**src/design/irq_enable_defines.svh**
```systemverilog
`ifndef IRQ_ENABLE_DEFINES_SVH
`define IRQ_ENABLE_DEFINES_SVH

// ****************************************************
// Register byte offsets
// ****************************************************
`define OFS_EN1         8'h00
`define OFS_EN2         8'h04
`define OFS_EN3         8'h08
`define OFS_EN4         8'h0c
`define OFS_FLAG1       8'h10
`define OFS_FLAG2       8'h14
`define OFS_FLAG3       8'h18
`define OFS_FLAG4       8'h1c
`define OFS_IRQ_STATUS  8'h20
`define OFS_IRQ_MASK    8'h24

// ****************************************************
// Implemented bit masks per bank
// ****************************************************
// Bank 1: 15 tx2 14 rx2 13 pin2 12 t5 11 t4 10 oc4 9 oc3
//         7 ic8 6 ic7 4 pin1 3 change 2 comparator 1 i2c1m 0 i2c1s
`define MASK_BANK1      16'hfedf
// Bank 2: 13 parallel 12-9 oc8-oc5 8-5 ic6-ic3 1 spi2 0 spi2 fault
`define MASK_BANK2      16'h3fe3
// Bank 3: 14 calendar 6 pin4 5 pin3 2 i2c2m 1 i2c2s
`define MASK_BANK3      16'h4066
// Bank 4: 13 charge time 8 low voltage 3 crc 2 serial2 err 1 serial1 err
`define MASK_BANK4      16'h210e

// ****************************************************
// Reset values and constants
// ****************************************************
`define RST_WORD        16'h0000
`define RST_IRQ         4'h0
`define LEVEL_OFF       3'h0
`define READ_ZERO       32'h0000_0000
`define HI_ZERO         16'h0000
`define HI_ZERO_IRQ     28'h000_0000

`endif

```
**src/design/irq_enable_pkg.sv**
```systemverilog
package irq_enable_pkg;

    typedef logic [15:0]             word_type;
    typedef word_type [3:0]          bank_type;
    typedef logic [2:0]              level_type;
    typedef level_type [15:0]        level_row_type;
    typedef level_row_type [3:0]     level_table_type;
    typedef logic [3:0]              irq_bits_type;

    typedef struct packed {
        logic        psel;
        logic        penable;
        logic        pwrite;
        logic [7:0]  paddr;
        logic [31:0] pwdata;
    } apb_req_type;

    typedef struct packed {
        logic [31:0] prdata;
        logic        pready;
        logic        pslverr;
    } apb_rsp_type;

    typedef enum logic [1:0] {
        PH_IDLE   = 2'b01,
        PH_ACCESS = 2'b10
    } phase_type;

endpackage

```
**src/design/interrupt_enable_bank.sv**
```systemverilog
// Our own choices: the address map and register access over APB.
`timescale 1ns/1ps
`include "irq_enable_defines.svh"

module interrupt_enable_bank (
    input  wire logic                            pclk,
    input  wire logic                            presetn,
    input  wire irq_enable_pkg::apb_req_type     apb_req,
    output irq_enable_pkg::apb_rsp_type          apb_rsp,
    input  wire irq_enable_pkg::bank_type        src_event,
    input  wire irq_enable_pkg::level_table_type src_level,
    output irq_enable_pkg::bank_type             src_req,
    output logic                                 irq
);
    import irq_enable_pkg::*;

    // ****************************************************
    // Bank constants
    // ****************************************************
    localparam bank_type IMPL = {`MASK_BANK4, `MASK_BANK3,
                                 `MASK_BANK2, `MASK_BANK1};

    // ****************************************************
    // Declarations
    // ****************************************************
    phase_type    phase_q;
    phase_type    phase_d;
    logic [31:0]  rdata_q;
    logic [31:0]  rdata_d;
    logic         err_q;
    logic         err_d;

    bank_type     en_q;
    bank_type     en_d;
    bank_type     flag_q;
    bank_type     flag_d;
    bank_type     req_w;
    bank_type     req_prev_q;
    bank_type     req_prev_d;

    irq_bits_type status_q;
    irq_bits_type status_d;
    irq_bits_type mask_q;
    irq_bits_type mask_d;
    logic         irq_q;
    logic         irq_d;

    logic         setup;
    logic         access;
    logic         wr_fire;
    logic [3:0]   hit_en;
    logic [3:0]   hit_flag;
    logic         hit_status;
    logic         hit_mask;
    logic         hit_any;
    irq_bits_type bank_rise;

    // ****************************************************
    // Address decode
    // ****************************************************
    assign setup   = apb_req.psel & ~apb_req.penable;
    assign access  = apb_req.psel & apb_req.penable
                     & (phase_q == PH_ACCESS);
    assign wr_fire = access & apb_req.pwrite;

    always_comb begin
        hit_en[0]   = (apb_req.paddr == `OFS_EN1);
        hit_en[1]   = (apb_req.paddr == `OFS_EN2);
        hit_en[2]   = (apb_req.paddr == `OFS_EN3);
        hit_en[3]   = (apb_req.paddr == `OFS_EN4);
        hit_flag[0] = (apb_req.paddr == `OFS_FLAG1);
        hit_flag[1] = (apb_req.paddr == `OFS_FLAG2);
        hit_flag[2] = (apb_req.paddr == `OFS_FLAG3);
        hit_flag[3] = (apb_req.paddr == `OFS_FLAG4);
        hit_status  = (apb_req.paddr == `OFS_IRQ_STATUS);
        hit_mask    = (apb_req.paddr == `OFS_IRQ_MASK);
        hit_any     = (|hit_en) | (|hit_flag) | hit_status | hit_mask;
    end

    // ****************************************************
    // Bus phase tracking
    // ****************************************************
    // One wait-free access phase; read data is latched in setup so
    // that prdata comes from a flop without adding a wait state.
    always_comb begin
        phase_d = phase_q;
        case (phase_q)
            PH_IDLE: begin
                if (setup) begin
                    phase_d = PH_ACCESS;
                end
            end
            PH_ACCESS: begin
                if (access) begin
                    phase_d = PH_IDLE;
                end else if (!apb_req.psel) begin
                    phase_d = PH_IDLE;
                end
            end
            default: begin
                phase_d = PH_IDLE;
            end
        endcase
    end

    always_ff @(posedge pclk or negedge presetn) begin
        if (!presetn) begin
            phase_q <= PH_IDLE;
        end else begin
            phase_q <= phase_d;
        end
    end

    // ****************************************************
    // Read data and error capture
    // ****************************************************
    always_comb begin
        rdata_d = rdata_q;
        err_d   = err_q;
        if (setup && (phase_q == PH_IDLE)) begin
            rdata_d = `READ_ZERO;
            err_d   = ~hit_any;
            // Writes leave the data register at zero, so a stale
            // word never shows during a write access
            if (!apb_req.pwrite) begin
                case (apb_req.paddr)
                    `OFS_EN1: begin
                        // Unimplemented positions never hold a one
                        rdata_d = {`HI_ZERO, en_q[0]};
                    end
                    `OFS_EN2: begin
                        rdata_d = {`HI_ZERO, en_q[1]};
                    end
                    `OFS_EN3: begin
                        rdata_d = {`HI_ZERO, en_q[2]};
                    end
                    `OFS_EN4: begin
                        rdata_d = {`HI_ZERO, en_q[3]};
                    end
                    `OFS_FLAG1: begin
                        rdata_d = {`HI_ZERO, flag_q[0]};
                    end
                    `OFS_FLAG2: begin
                        rdata_d = {`HI_ZERO, flag_q[1]};
                    end
                    `OFS_FLAG3: begin
                        rdata_d = {`HI_ZERO, flag_q[2]};
                    end
                    `OFS_FLAG4: begin
                        rdata_d = {`HI_ZERO, flag_q[3]};
                    end
                    `OFS_IRQ_STATUS: begin
                        rdata_d = {`HI_ZERO_IRQ, status_q};
                    end
                    `OFS_IRQ_MASK: begin
                        rdata_d = {`HI_ZERO_IRQ, mask_q};
                    end
                    default: begin
                        // Holes read zero; the error flag marks them
                        rdata_d = `READ_ZERO;
                    end
                endcase
            end
        end
    end

    always_ff @(posedge pclk or negedge presetn) begin
        if (!presetn) begin
            rdata_q <= `READ_ZERO;
            err_q   <= 1'b0;
        end else begin
            rdata_q <= rdata_d;
            err_q   <= err_d;
        end
    end

    // ****************************************************
    // Bus response
    // ****************************************************
    // Ready is combinational to keep the access phase wait-free
    assign apb_rsp.prdata  = rdata_q;
    assign apb_rsp.pready  = access;
    assign apb_rsp.pslverr = access & err_q;

    // ****************************************************
    // Enable registers
    // ****************************************************
    // External pin enables take effect here regardless of pin routing;
    // without a routed remappable pin the pin event never arrives.
    always_comb begin
        en_d = en_q;
        for (int b = 0; b < 4; b++) begin
            if (wr_fire && hit_en[b]) begin
                en_d[b] = apb_req.pwdata[15:0] & IMPL[b];
            end
        end
    end

    always_ff @(posedge pclk or negedge presetn) begin
        if (!presetn) begin
            en_q <= {4{`RST_WORD}};
        end else begin
            en_q <= en_d;
        end
    end

    // ****************************************************
    // Source flag registers
    // ****************************************************
    // A source event in the same cycle as a software write wins.
    always_comb begin
        flag_d = flag_q;
        for (int b = 0; b < 4; b++) begin
            if (wr_fire && hit_flag[b]) begin
                flag_d[b] = apb_req.pwdata[15:0];
            end
            flag_d[b] = (flag_d[b] | src_event[b]) & IMPL[b];
        end
    end

    always_ff @(posedge pclk or negedge presetn) begin
        if (!presetn) begin
            flag_q <= {4{`RST_WORD}};
        end else begin
            flag_q <= flag_d;
        end
    end

    // ****************************************************
    // Gated request banks
    // ****************************************************
    for (genvar g = 0; g < 4; g++) begin : gen_bank
        irq_gate_bank #(
            .IMPL_MASK (IMPL[g])
        ) u_gate (
            .pclk      (pclk),
            .presetn   (presetn),
            .flag      (flag_q[g]),
            .enable    (en_q[g]),
            .level     (src_level[g]),
            .req_q     (req_w[g])
        );
    end

    assign src_req = req_w;

    // ****************************************************
    // Summary interrupt: status, mask, output
    // ****************************************************
    // A bank event is any request that newly rises in that bank.
    always_comb begin
        req_prev_d = req_w;
        for (int b = 0; b < 4; b++) begin
            bank_rise[b] = |(req_w[b] & ~req_prev_q[b]);
        end
    end

    always_comb begin
        status_d = status_q;
        mask_d   = mask_q;
        if (wr_fire && hit_status) begin
            status_d = status_q & ~apb_req.pwdata[3:0];
        end
        if (wr_fire && hit_mask) begin
            mask_d = apb_req.pwdata[3:0];
        end
        // Set after clear so a same-cycle event is never lost
        status_d = status_d | bank_rise;
        irq_d    = |(status_d & mask_d);
    end

    // Cleared on reset so no false rise is seen after release
    always_ff @(posedge pclk or negedge presetn) begin
        if (!presetn) begin
            req_prev_q <= {4{`RST_WORD}};
        end else begin
            req_prev_q <= req_prev_d;
        end
    end

    // ****************************************************
    // Summary registers
    // ****************************************************
    always_ff @(posedge pclk or negedge presetn) begin
        if (!presetn) begin
            status_q   <= `RST_IRQ;
            mask_q     <= `RST_IRQ;
            irq_q      <= 1'b0;
        end else begin
            status_q   <= status_d;
            mask_q     <= mask_d;
            irq_q      <= irq_d;
        end
    end

    assign irq = irq_q;

endmodule

```
**src/design/irq_gate_bank.sv**
```systemverilog
`timescale 1ns/1ps
`include "irq_enable_defines.svh"

module irq_gate_bank #(
    parameter logic [15:0] IMPL_MASK = 16'hffff
) (
    input  wire logic                          pclk,
    input  wire logic                          presetn,
    input  wire irq_enable_pkg::word_type      flag,
    input  wire irq_enable_pkg::word_type      enable,
    input  wire irq_enable_pkg::level_row_type level,
    output irq_enable_pkg::word_type           req_q
);
    import irq_enable_pkg::*;

    word_type req_d;

    always_comb begin
        for (int i = 0; i < 16; i++) begin
            req_d[i] = flag[i] & enable[i] & IMPL_MASK[i]
                       & (level[i] != `LEVEL_OFF);
        end
    end

    // Registered so requests rise one edge after flag and enable
    always_ff @(posedge pclk or negedge presetn) begin
        if (!presetn) begin
            req_q <= `RST_WORD;
        end else begin
            req_q <= req_d;
        end
    end

endmodule

```
**config.mk**
```make
export PLATFORM = sky130hd
export DESIGN_NAME = interrupt_enable_bank
export DESIGN_NICKNAME = d
export VERILOG_FILES = /design/src/design/irq_enable_pkg.sv /design/src/design/interrupt_enable_bank.sv /design/src/design/irq_gate_bank.sv
export VERILOG_INCLUDE_DIRS = /design/src /design/src/design
export SDC_FILE = /design/constraint.sdc
export NUM_CORES = 1
export LEC_CHECK = 0
export ABC_AREA = 1
export BUFFER_PORTS_ARGS = -buffer_cell sky130_fd_sc_hd__buf_2
export CORE_AREA = 2 2 155 157
export CTS_CLUSTER_DIAMETER = 200
export DETAILED_ROUTE_END_ITERATION = 12
export DIE_AREA = 0 0 157 159
export SLEW_MARGIN = 15
export SYNTH_ARGS = -nofsm -noshare
export SYNTH_HDL_FRONTEND = slang
export SYNTH_SLANG_ARGS = --single-unit
```
**constraint.sdc**
```tcl
create_clock -name pclk -period 3.1 [get_ports pclk]
set_clock_uncertainty 0.1 [all_clocks]
set_input_delay 0.62 -clock pclk [delete_from_list [all_inputs] [get_ports pclk]]
set_output_delay 0.62 -clock pclk [all_outputs]
set_load 0.01 [all_outputs]
```
==> run metrics, run 1 <==
cells after synthesis=821; critical path's most frequent cell=nand2_1; number of flops mapped to enable cells by yosys=0; Rows=56; TritonCTS Buffers=17; Worst-Margin Slew=647.3 ps; Min-Delay Path Class=in -> async; unrepaired setup endpoints after global routing=no; final core occ=40.78%; Seq/Total Area, Yosys=56.34%; Yosys cell types=33; drt via density=4.461; Slowest cell on crit path=inv_1; crit-path cells=buf_2, inv_2, nand2_1, nor2_1, nand2_1, inv_1, nand2_1, nand2_1, nor2_1, nand3_1, nand2_1, nand2_1; Syn Area/Cell=9.092 sq um; clock buffer depth=2; Post-Syn Area=7465 sq um; Post-DRT Antenna Nets=0; Final TNS setup=0 ps; grt total ovfl=0; GP Congestion=0.8278; yosys warns=0; Worst Hold Slack=56.15 ps; PnR worst setup slack=1004 ps; initial core utilization=32.19%; cts hold-fix bufs=0; overall power=4607 uW; final setup vio count=0; multi-input logic area=2611 sq um; CP arrival=2360 ps; run status=completed; Placement Setup Slack=582.0 ps; Power Dens Cells=487.1 nW/um^2; Post-route DRC=0; worst stage delay on the critical path=500 ps; fmax=477.1 MHz; total core area=23190 sq um; max-cap violation count=0; vias in the first global route=6184; Final HPWL DP=17450 um; Die ar.=24960 sq um; PortBufs=222; H-tree depth=4; Worst-path clk slew=80 ps; Synth Flop Type=dfrtp_1; area grow syn2layout=26.70%; post-CTS sizing=0; total number of vias=6228; Buf/Inv on CP=3; Max IR drop VDD=0.2556 mV; WP data required=3360 ps; first-pass GRT wire length=34910 um; Seq. cell area=4205 sq um; initial antenna violation count=3; Max Transition Viols Final=0; share of cells above drive strength 1=27.93%; crit path kind=in -> reg; Period Utilization, post-route=67.61%; Die Span Y=159 um; CP Launch Type=primary input; leakage power=0.004959 uW; # Post-CTS Setup Buffers=0; critical path capture point type=flip-flop; crit path max fanout=8; Synth Register Bits=168; num ports=400; clk sinks=168; root buffer cell=clkbuf_16; total track usage=19.02%; min cycle time layout=2096 ps; Post-synth ARST share=100.0%; crit-path leading delay family=simple AND/OR/NAND/NOR gates; Initial DRT Pass Iterations=5; final hold viol count=0; clk_lat worst skew=440 ps; Layout Nets=1362; Worst slew margin=56.78%; die width=157 um; Iteration-0 DRC Markers=322; largest net degree at the start of global routing=61; routed wire length=23170 um; DR WL/cell=16.60 um; TritonCTS clock tree=done; fillcell total=2351
==> path summary, 6_finish.rpt <==
kind / start / endpoint / slack, ps / cells after the start
setup / recovery: apb_req[37] / rdata_q[1] / 1000 / 12
hold / removal: presetn / req_prev_q[38] / 60 / 1
setup reg to reg: phase_q[0] / rdata_q[11] / 1040 / 9
hold reg to reg: gen_bank[0].u_gate.req_q[4] / req_prev_q[4] / 300 / 0
max in group asynchronous: presetn / flag_q[26] / 2040 / 3
min in group pclk: src_event[50] / flag_q[50] / 270 / 2
==> per-stage QoR <==
step | area [sq um] | instances
after floorplan | 7630 | 865
after global placement | 8846 | 1361
after detailed placement | 8846 | 1361
after CTS | 9450 | 1393
after global routing | 9453 | 1394
final | 9458 | 1396
==> registers in the layout, summed over array words and instances, names as in the netlist <==
register / flops
en_q: 35
err_q: 1
flag_q: 35
gen_bank.u_gate.req_q: 35
irq: 1
mask_q: 4
phase_q: 2
rdata_q: 16
req_prev_q: 35
status_q: 4
==> worst register-to-register path, stage by stage, from the launching register on <==
cell	delay, ps
dfstp_2	520
inv_1	40
nor2_1	110
nand2_1	70
buf_4	230
inv_1	120
nand2_2	80
nor2_4	450
o21ai_0	190
nand2_1	90
==> power breakdown <==
group / total, uW / internal (uW) / switching [uW]
sequential: 2200 / 2190 / 1.93
clock: 2150 / 1100 / 1060
combinational: 258 / 100 / 158
==> logic make-up after synthesis <==
family / after synthesis / share of synthesized area (%)
and+or+nand+nor: 363 / 21.72
DFF: 168 / 56.34
buffers and inverters: 164 / 10.90
AOI/OAI and AO/OA: 125 / 11.00
other: 1 / 0.05024
==> cells in the mapped netlist (2+ instances only) <==
cell type	number	area, sq um
inv_2	5	18.77
a21oi_1	8	40.04
buf_2	5	25.02
nand2_1	240	900.9
o311a_1	24	240.2
dfrtp_1	167	4179
o21ai_0	40	200.2
nor3_1	22	110.1
nand4_1	6	37.54
nand3b_1	14	105.1
nor2_1	40	150.1
a21oi_2	6	52.55
nand3_2	2	20.02
a211o_1	7	61.31
nor2_2	2	12.51
nand2_2	3	18.77
buf_4	47	352.8
inv_1	103	386.6
o22ai_1	12	75.07
o21ai_1	24	120.1
nor2_4	12	135.1
buf_6	2	22.52
o211ai_1	2	15.01
nand3_1	18	90.09
clkbuf_1	2	7.510
==> cell usage in the layout (no fill, tap or decap), types with 2 or more instances in the layout <==
master	synthesis	layout
nand2_1	240	240
buf_2	5	221
dfrtp_1	167	167
inv_1	103	103
conb_1	1	45
nor2_1	40	40
o21ai_0	40	40
o21ai_1	24	24
o311a_1	24	24
nor3_1	22	22
nand3_1	18	18
clkbuf_16	0	17
nand3b_1	14	14
nor2_4	12	12
o22ai_1	12	12
buf_4	47	9
a21oi_1	8	8
a211o_1	7	7
nand4_1	6	6
a21oi_2	6	6
inv_2	5	5
inv_6	0	5
clkinv_8	0	5
inv_8	0	4
diode_2	0	3
nand2_2	3	3
nor2_2	2	2
o211ai_1	2	2
nand3_2	2	2
buf_12	0	2
==> layer usage <==
metal / routed length (um) / global-route usage [%] / vias up
met5: 0 / 0 / -
met4: 429 / 5.421 / 0
met3: 1542 / 4.899 / 23
met2: 10630 / 29.86 / 247
met1: 10570 / 25.99 / 2911
li1: - / - / 3047
==> layout make-up <==
class / count / share of cell area [%]
Clock inverter: 15 / 1.892
Sequential cell: 168 / 44.46
Timing Repair Buffer: 233 / 12.95
Antenna cell: 3 / 0.07938
Clock buffer: 17 / 4.498
Inverter: 108 / 4.286
Tap cell: 319 / 4.220
Multi-Input combinational cell: 533 / 27.61
Power figures use the tool's default switching activity.
==> inputs of run 2 (changes only) <==
--- a/config.mk
+++ b/config.mk
@@ -8,10 +8,10 @@
 export LEC_CHECK = 0
 export ABC_AREA = 1
 export BUFFER_PORTS_ARGS = -buffer_cell sky130_fd_sc_hd__buf_2
-export CORE_AREA = 2 2 155 157
+export CORE_AREA = 2 2 157 159
 export CTS_CLUSTER_DIAMETER = 200
 export DETAILED_ROUTE_END_ITERATION = 12
-export DIE_AREA = 0 0 157 159
+export DIE_AREA = 0 0 159 161
 export SLEW_MARGIN = 15
 export SYNTH_ARGS = -nofsm -noshare
 export SYNTH_HDL_FRONTEND = slang
==> constraint.sdc (replaced) <==
create_clock -name pclk -period 2.1 [get_ports pclk]
set_clock_uncertainty 0.1 [all_clocks]
set_input_delay 0.42 -clock pclk [delete_from_list [all_inputs] [get_ports pclk]]
set_output_delay 0.42 -clock pclk [all_outputs]
set_load 0.01 [all_outputs]
==> run 2 against run 1 <==
Compared with the run above:
- sequential power increased by 47%
- final area is 1.5% higher
- setup slack got worse by 800 ps
- critical endpoint is now apb_rsp[1]
- highest routed layer is now met5
- die area is 2.5% higher
- critical path type is now reg -> out
- power increased by 48%
==> run metrics, run 2 (synthesis results as in run 1) <==
Final TNS setup=0 ps (unchanged); Comb power frac=5.6% (about the same); CP Launch Type=flip-flop; Initial DRT Pass Iterations=5 (unchanged); total net switching power=1738 uW (+43%); first-pass GRT wire length=36280 um (+3.9%); Worst-path clk slew=80 ps (about the same); Die Span Y=161 um (+1.3%); PortBufs=222 (unchanged); Placement Setup Slack=35.34 ps (-546.7 ps); Max IR drop VDD=0.3182 mV (+24%); leakage power=0.005025 uW (+1.3%); crit path max fanout=4 (-4); DR WL/cell=16.54 um (-0.32%); largest net degree at the start of global routing=52 (-15%); total number of vias=6357 (+2.1%); H-tree depth=4 (unchanged); crit path kind=reg -> out; Layout Nets=1373 (+0.81%); Sw Share=25.41% (-1.0 points); fmax=528.3 MHz; Post-route DRC=0 (unchanged); run status=completed; sequential group share of total power=47.4% (-0.3 points); FF-to-FF setup slack=260 ps (-780 ps); commonest non-fill, non-tap cell in the layout=nand2_1; Period Utilization, post-route=90.14%; area grow syn2layout=28.55%; total core area=23960 sq um (+3.3%); final setup vio count=0 (unchanged); most frequent cells in the layout=240 x nand2_1, 221 x buf_2, 167 x dfrtp_1; Post-DRT Antenna Nets=0 (unchanged); Worst slew margin=64.96% (+8.2 points); PnR worst setup slack=207.0 ps (-797.0 ps); routed wire length=23340 um (+0.75%); unrepaired setup endpoints after global routing=no; vias in the first global route=6402 (+3.5%); final core occ=40.04% (-0.74 points); num ports=400 (unchanged); TritonCTS Buffers=17 (unchanged); Pint=5101 uW (+50%); Iteration-0 DRC Markers=402 (+25%); grt total ovfl=0 (unchanged); clk sinks=168 (unchanged); total track usage=18.75% (-0.27 points); Max Transition Viols Final=0 (unchanged); initial core utilization=31.15% (-1.0 points); Die ar.=25600 sq um (+2.5%); clk_lat worst skew=430 ps (about the same); Worst-Margin Slew=525.0 ps (-122.3 ps); min cycle time layout=1893 ps; fillcell total=2447 (+4.1%); root buffer cell=clkbuf_16; Rows=57 (+1.8%); GP Congestion=0.8155 (-1.5%); max-cap violation count=0 (unchanged); Power Dens Cells=712.7 nW/um^2 (+46%); initial antenna violation count=4 (+1); drt via density=4.505 (+0.99%); Final HPWL DP=17800 um (+2.1%); final hold viol count=0 (unchanged); critical path capture point type=primary output; clock buffer depth=2 (unchanged); WP data required=1580 ps (-1780 ps); die width=159 um (+1.3%); clock share of power=47.0% (+0.3 points); Worst Hold Slack=69.77 ps (+13.62 ps); CP arrival=1370 ps (-990 ps); Min-Delay Path Class=in -> reg; TritonCTS clock tree=done; share of cells above drive strength 1=28.66% (+0.73 points)
run 2: cell count changes in the layout (fill, tap and decap cells not counted), sizes merged:
cell         change
buf             +10
inv              -2
bufinv           +1
clkinv           +1
diode            -1
dlygate4sd3      +1
run 2: critical path, stage by stage, from the launching register on:
cell and delay [ps]:
dfstp_2 520, inv_1 40, nand2_1 160, nor2_1 90, buf_2 140
run 2: per-stage QoR:
step / power, uW / instance area (sq um) / instances
2_1_floorplan: 3469 / 7630 / 865
3_3_place_gp: 3691 / 8965 / 1376
3_5_place_dp: 3695 / 8965 / 1376
4_1_cts: 6912 / 9583 / 1409
5_1_grt: 7093 / 9590 / 1409
6_report: 6839 / 9595 / 1411
run 2: worst paths after layout:
| kind | from | to | cells past startpoint |
|---|---|---|---|
| max in group asynchronous | presetn | phase_q[0] | 3 |
| max reg2reg | phase_q[0] | flag_q[24] | 8 |
| min reg2reg | gen_bank[0].u_gate.req_q[4] | req_prev_q[4] | 0 |
| max | phase_q[0] | apb_rsp[1] | 4 |
| min in group asynchronous | presetn | gen_bank[3].u_gate.req_q[13] | 2 |
| min | src_event[34] | flag_q[34] | 2 |
run 2: layout make-up:
type / count / area (sq um) / share of cell area, %
antenna: 2 / 5.005 / 0.05216
inverter: 108 / 407.9 / 4.251
timing repair buffer: 244 / 1348 / 14.04
clock inverter: 15 / 182.7 / 1.904
sequential: 168 / 4205 / 43.83
clock buffer: 17 / 425.4 / 4.433
tap: 324 / 405.4 / 4.225
multi-input combinational: 533 / 2616 / 27.27
run 2: timing repair:
item,in CTS,in global routing
resized for setup,0,3
buffers inserted,0,0
endpoints found under the setup margin,0,6
hold buffers,1,0
hold endpoints to repair,32,0
run 2: power groups by stage:
| stage | logic (uW) | clock network [uW] | registers (uW) |
|---|---|---|---|
| 6_report | 386 | 3210 | 3240 |
| 5_1_grt | 435 | 3420 | 3240 |
| 4_1_cts | 393 | 3280 | 3240 |
| 3_5_place_dp | 390 | 0 | 3310 |
| 3_3_place_gp | 386 | 0 | 3310 |
| 2_1_floorplan | 163 | 0 | 3310 |
run 2: metal layers:
metal	GRT usage (%)	share of wire [%]	wire length (um)
met2	30.47	46	10810
met1	25.03	44	10320
met5	0	0.16	38
met4	5.000	1.5	355
met3	4.879	7.8	1824
==> inputs of run 3 (changes only) <==
--- a/config.mk
+++ b/config.mk
@@ -6,12 +6,11 @@
 export SDC_FILE = /design/constraint.sdc
 export NUM_CORES = 1
 export LEC_CHECK = 0
-export ABC_AREA = 1
 export BUFFER_PORTS_ARGS = -buffer_cell sky130_fd_sc_hd__buf_2
-export CORE_AREA = 2 2 157 159
+export CORE_AREA = 2 2 156 158
 export CTS_CLUSTER_DIAMETER = 200
 export DETAILED_ROUTE_END_ITERATION = 12
-export DIE_AREA = 0 0 159 161
+export DIE_AREA = 0 0 158 160
 export SLEW_MARGIN = 15
 export SYNTH_ARGS = -nofsm -noshare
 export SYNTH_HDL_FRONTEND = slang
==> run 3 against run 2 <==
Compared with the run above:
- non-clock buffer count is 44 higher
- hold slack improved by 10 ps
- die area decreased by 1.2%
- critical path depth rose by 1
- synthesized cell count is 25% lower
- sequential cell count did not move
- routed wire length rose by 1.9%
- clock-buffer cell count is 2 higher
- power shrank 1.8%
- setup slack got worse by 190 ps
==> run metrics, run 3 <==
Syn Area/Cell=11.96 sq um (+32%); area grow syn2layout=33.25%; final hold viol count=0 (unchanged); DR WL/cell=19.32 um (+17%); initial core utilization=30.77% (-0.38 points); post-synth top area share=57.02% (+1.0 points); min cycle time layout=2085 ps (+192.3 ps); share of cells above drive strength 1=39.54% (+11 points); drt via density=4.760 (+5.6%); largest cells by area after synthesis=dfrtp_1 57%, o311a_1 4.8%, buf_4 4.7%, nand2_1 4.4%, mux2_2 4.3%; total core area=23820 sq um (-0.60%); Post-DRT Antenna Nets=0 (unchanged); Final HPWL DP=18590 um (+4.4%); most common cell in the netlist=dfrtp_1; total number of vias=5864 (-7.8%); Post-synth top cells=167 x dfrtp_1, 86 x nand2_1, 46 x buf_4; Die ar.=25280 sq um (-1.2%); root buffer cell=clkbuf_16; Initial DRT Pass Iterations=5 (unchanged); Synth area leader=dfrtp_1; num ports=400 (unchanged); Max Transition Viols Final=0 (unchanged); WP data required=2290 ps (+710 ps); clock buffer depth=2 (unchanged); Inserted Diodes=0 (-2); CP arrival=2270 ps (+900 ps); Iteration-0 DRC Markers=358 (-11%); cells after synthesis=613 (-25%); Layout Nets=1197 (-13%); run status=completed; fillcell total=2384 (-2.6%); leakage power=0.005055 uW (+0.58%); Seq/Total Area, Yosys=57.37% (+1.0 points); Post-route DRC=0 (unchanged); Power Dens Cells=687.3 nW/um^2 (-3.6%); critical path capture point type=flip-flop; Worst Hold Slack=79.92 ps (+10.15 ps); yosys warns=0 (unchanged); Max IR drop VDD=0.4073 mV (+28%); TritonCTS Buffers=17 (unchanged); final setup vio count=0 (unchanged); Rows=57 (unchanged); vias in the first global route=5806 (-9.3%); Synth Register Bits=168 (unchanged); unrepaired setup endpoints after global routing=yes; Die Span Y=160 um (-0.62%); total track usage=19.14% (+0.39 points); # Post-CTS Setup Buffers=0 (unchanged); max-cap violation count=0 (unchanged); crit path kind=reg -> reg; TritonCTS clock tree=done; Post-Syn Area=7330 sq um (-1.8%); Period Utilization, post-route=99.30% (+9.2 points); PortBufs=222 (unchanged); commonest non-fill, non-tap cell in the layout=buf_2; Worst-path clk slew=70 ps (about the same); GP Congestion=0.8545 (+4.8%); routed wire length=23800 um (+1.9%); H-tree depth=4 (unchanged); placed cell area=9165 sq um (+2.2%); die width=158 um (-0.63%); initial antenna violation count=1 (-3); grt total ovfl=0 (unchanged); fmax=479.5 MHz (-9.2%); clk sinks=168 (unchanged); Yosys cell types=54 (+64%); Post-synth ARST share=100.0% (unchanged); first-pass GRT wire length=35360 um (-2.5%); Design Area, Final=9767 sq um (+1.8%); CP Launch Type=flip-flop; clk_lat worst skew=430 ps (about the same); Synth Flop Type=dfrtp_1; crit path max fanout=7 (+3); most frequent cells in the layout=221 x buf_2, 167 x dfrtp_1, 86 x nand2_1; number of flops mapped to enable cells by yosys=0 (unchanged); largest net degree at the start of global routing=69 (+33%); Min-Delay Path Class=in -> reg
[run 3: power by group]
group,internal (uW),switching (uW),total [uW]
clock network,1680,1350,3020
logic,190,248,438
registers,3250,5.69,3250
total,5110,1600,6710
[run 3: stage by stage]
stage / setup slack (ps) / util [%] / power [uW] / setup TNS, ps / std cells
CTS: 48.02 / 41.00 / 6792 / 0 / 1232
floorplan: 4.164 / - / 3488 / 0 / 657
detailed placement: -302.8 / 38.48 / 3751 / -9042 / 1200
global placement: -312.8 / 38.48 / 3746 / -9454 / 1200
global route: -1.068 / 41.00 / 6992 / -1.068 / 1232
finish: 14.69 / 41.00 / 6713 / 0 / 1232
[run 3: worst paths after layout]
| check | startpoint | end | slack, ps | cells past startpoint |
|---|---|---|---|---|
| setup / recovery | phase_q[0] | irq | 10 | 5 |
| hold / removal | src_event[9] | flag_q[9] | 80 | 2 |
| setup reg to reg | phase_q[0] | irq | 10 | 5 |
| hold reg to reg | gen_bank[0].u_gate.req_q[2] | req_prev_q[2] | 300 | 0 |
| max in group asynchronous | presetn | flag_q[4] | 1020 | 3 |
| min in group asynchronous | presetn | req_prev_q[21] | 280 | 2 |
[run 3: metal layers]
| metal | global-route usage, % | vias to the layer above | part of all wire, % |
|---|---|---|---|
| li1 | - | 2716 | - |
| met1 | 26.46 | 2862 | 45 |
| met2 | 29.60 | 254 | 46 |
| met3 | 4.966 | 30 | 6.8 |
| met4 | 5.651 | 2 | 2.1 |
| met5 | 0 | - | 0.046 |
[run 3: worst max-delay path, cell delays in order (launching register included)]
cell and delay, ps:
dfstp_2 370, and4b_4 400, a41oi_2 140, nand4b_1 310, a22o_1 300, a211o_1 330
[run 3: timing repair]
action	in CTS	in global routing
hold endpoints to repair	59	0
pin swaps	4	1
cloned	0	0
hold buffers	1	0
gates resized for setup	7	0
endpoints found under the setup margin	3	1
[run 3: kinds of logic (layout without fill, tap and decap cells)]
group	after synthesis	after routing	synth area share (%)
AND/OR/NAND/NOR	196	196	15.18
flip-flops	168	168	57.37
AO/OA/AOI/OAI	106	106	12.56
buffers and inverters	94	345	7.579
multiplexers	47	47	7.136
other	1	45	0.05116
XOR/XNOR	1	1	0.1195
[run 3: area by class of cell]
type                       instances  area [sq um]  share of cell area, %
clock inverter                    12         116.4                  1.191
timing repair buffer             288          1728                  17.69
tap                              324         405.4                  4.151
multi-input combinational        395          2771                  28.38
sequential                       168          4205                  43.06
inverter                          26         97.59                 0.9992
clock buffer                      19         442.9                  4.535
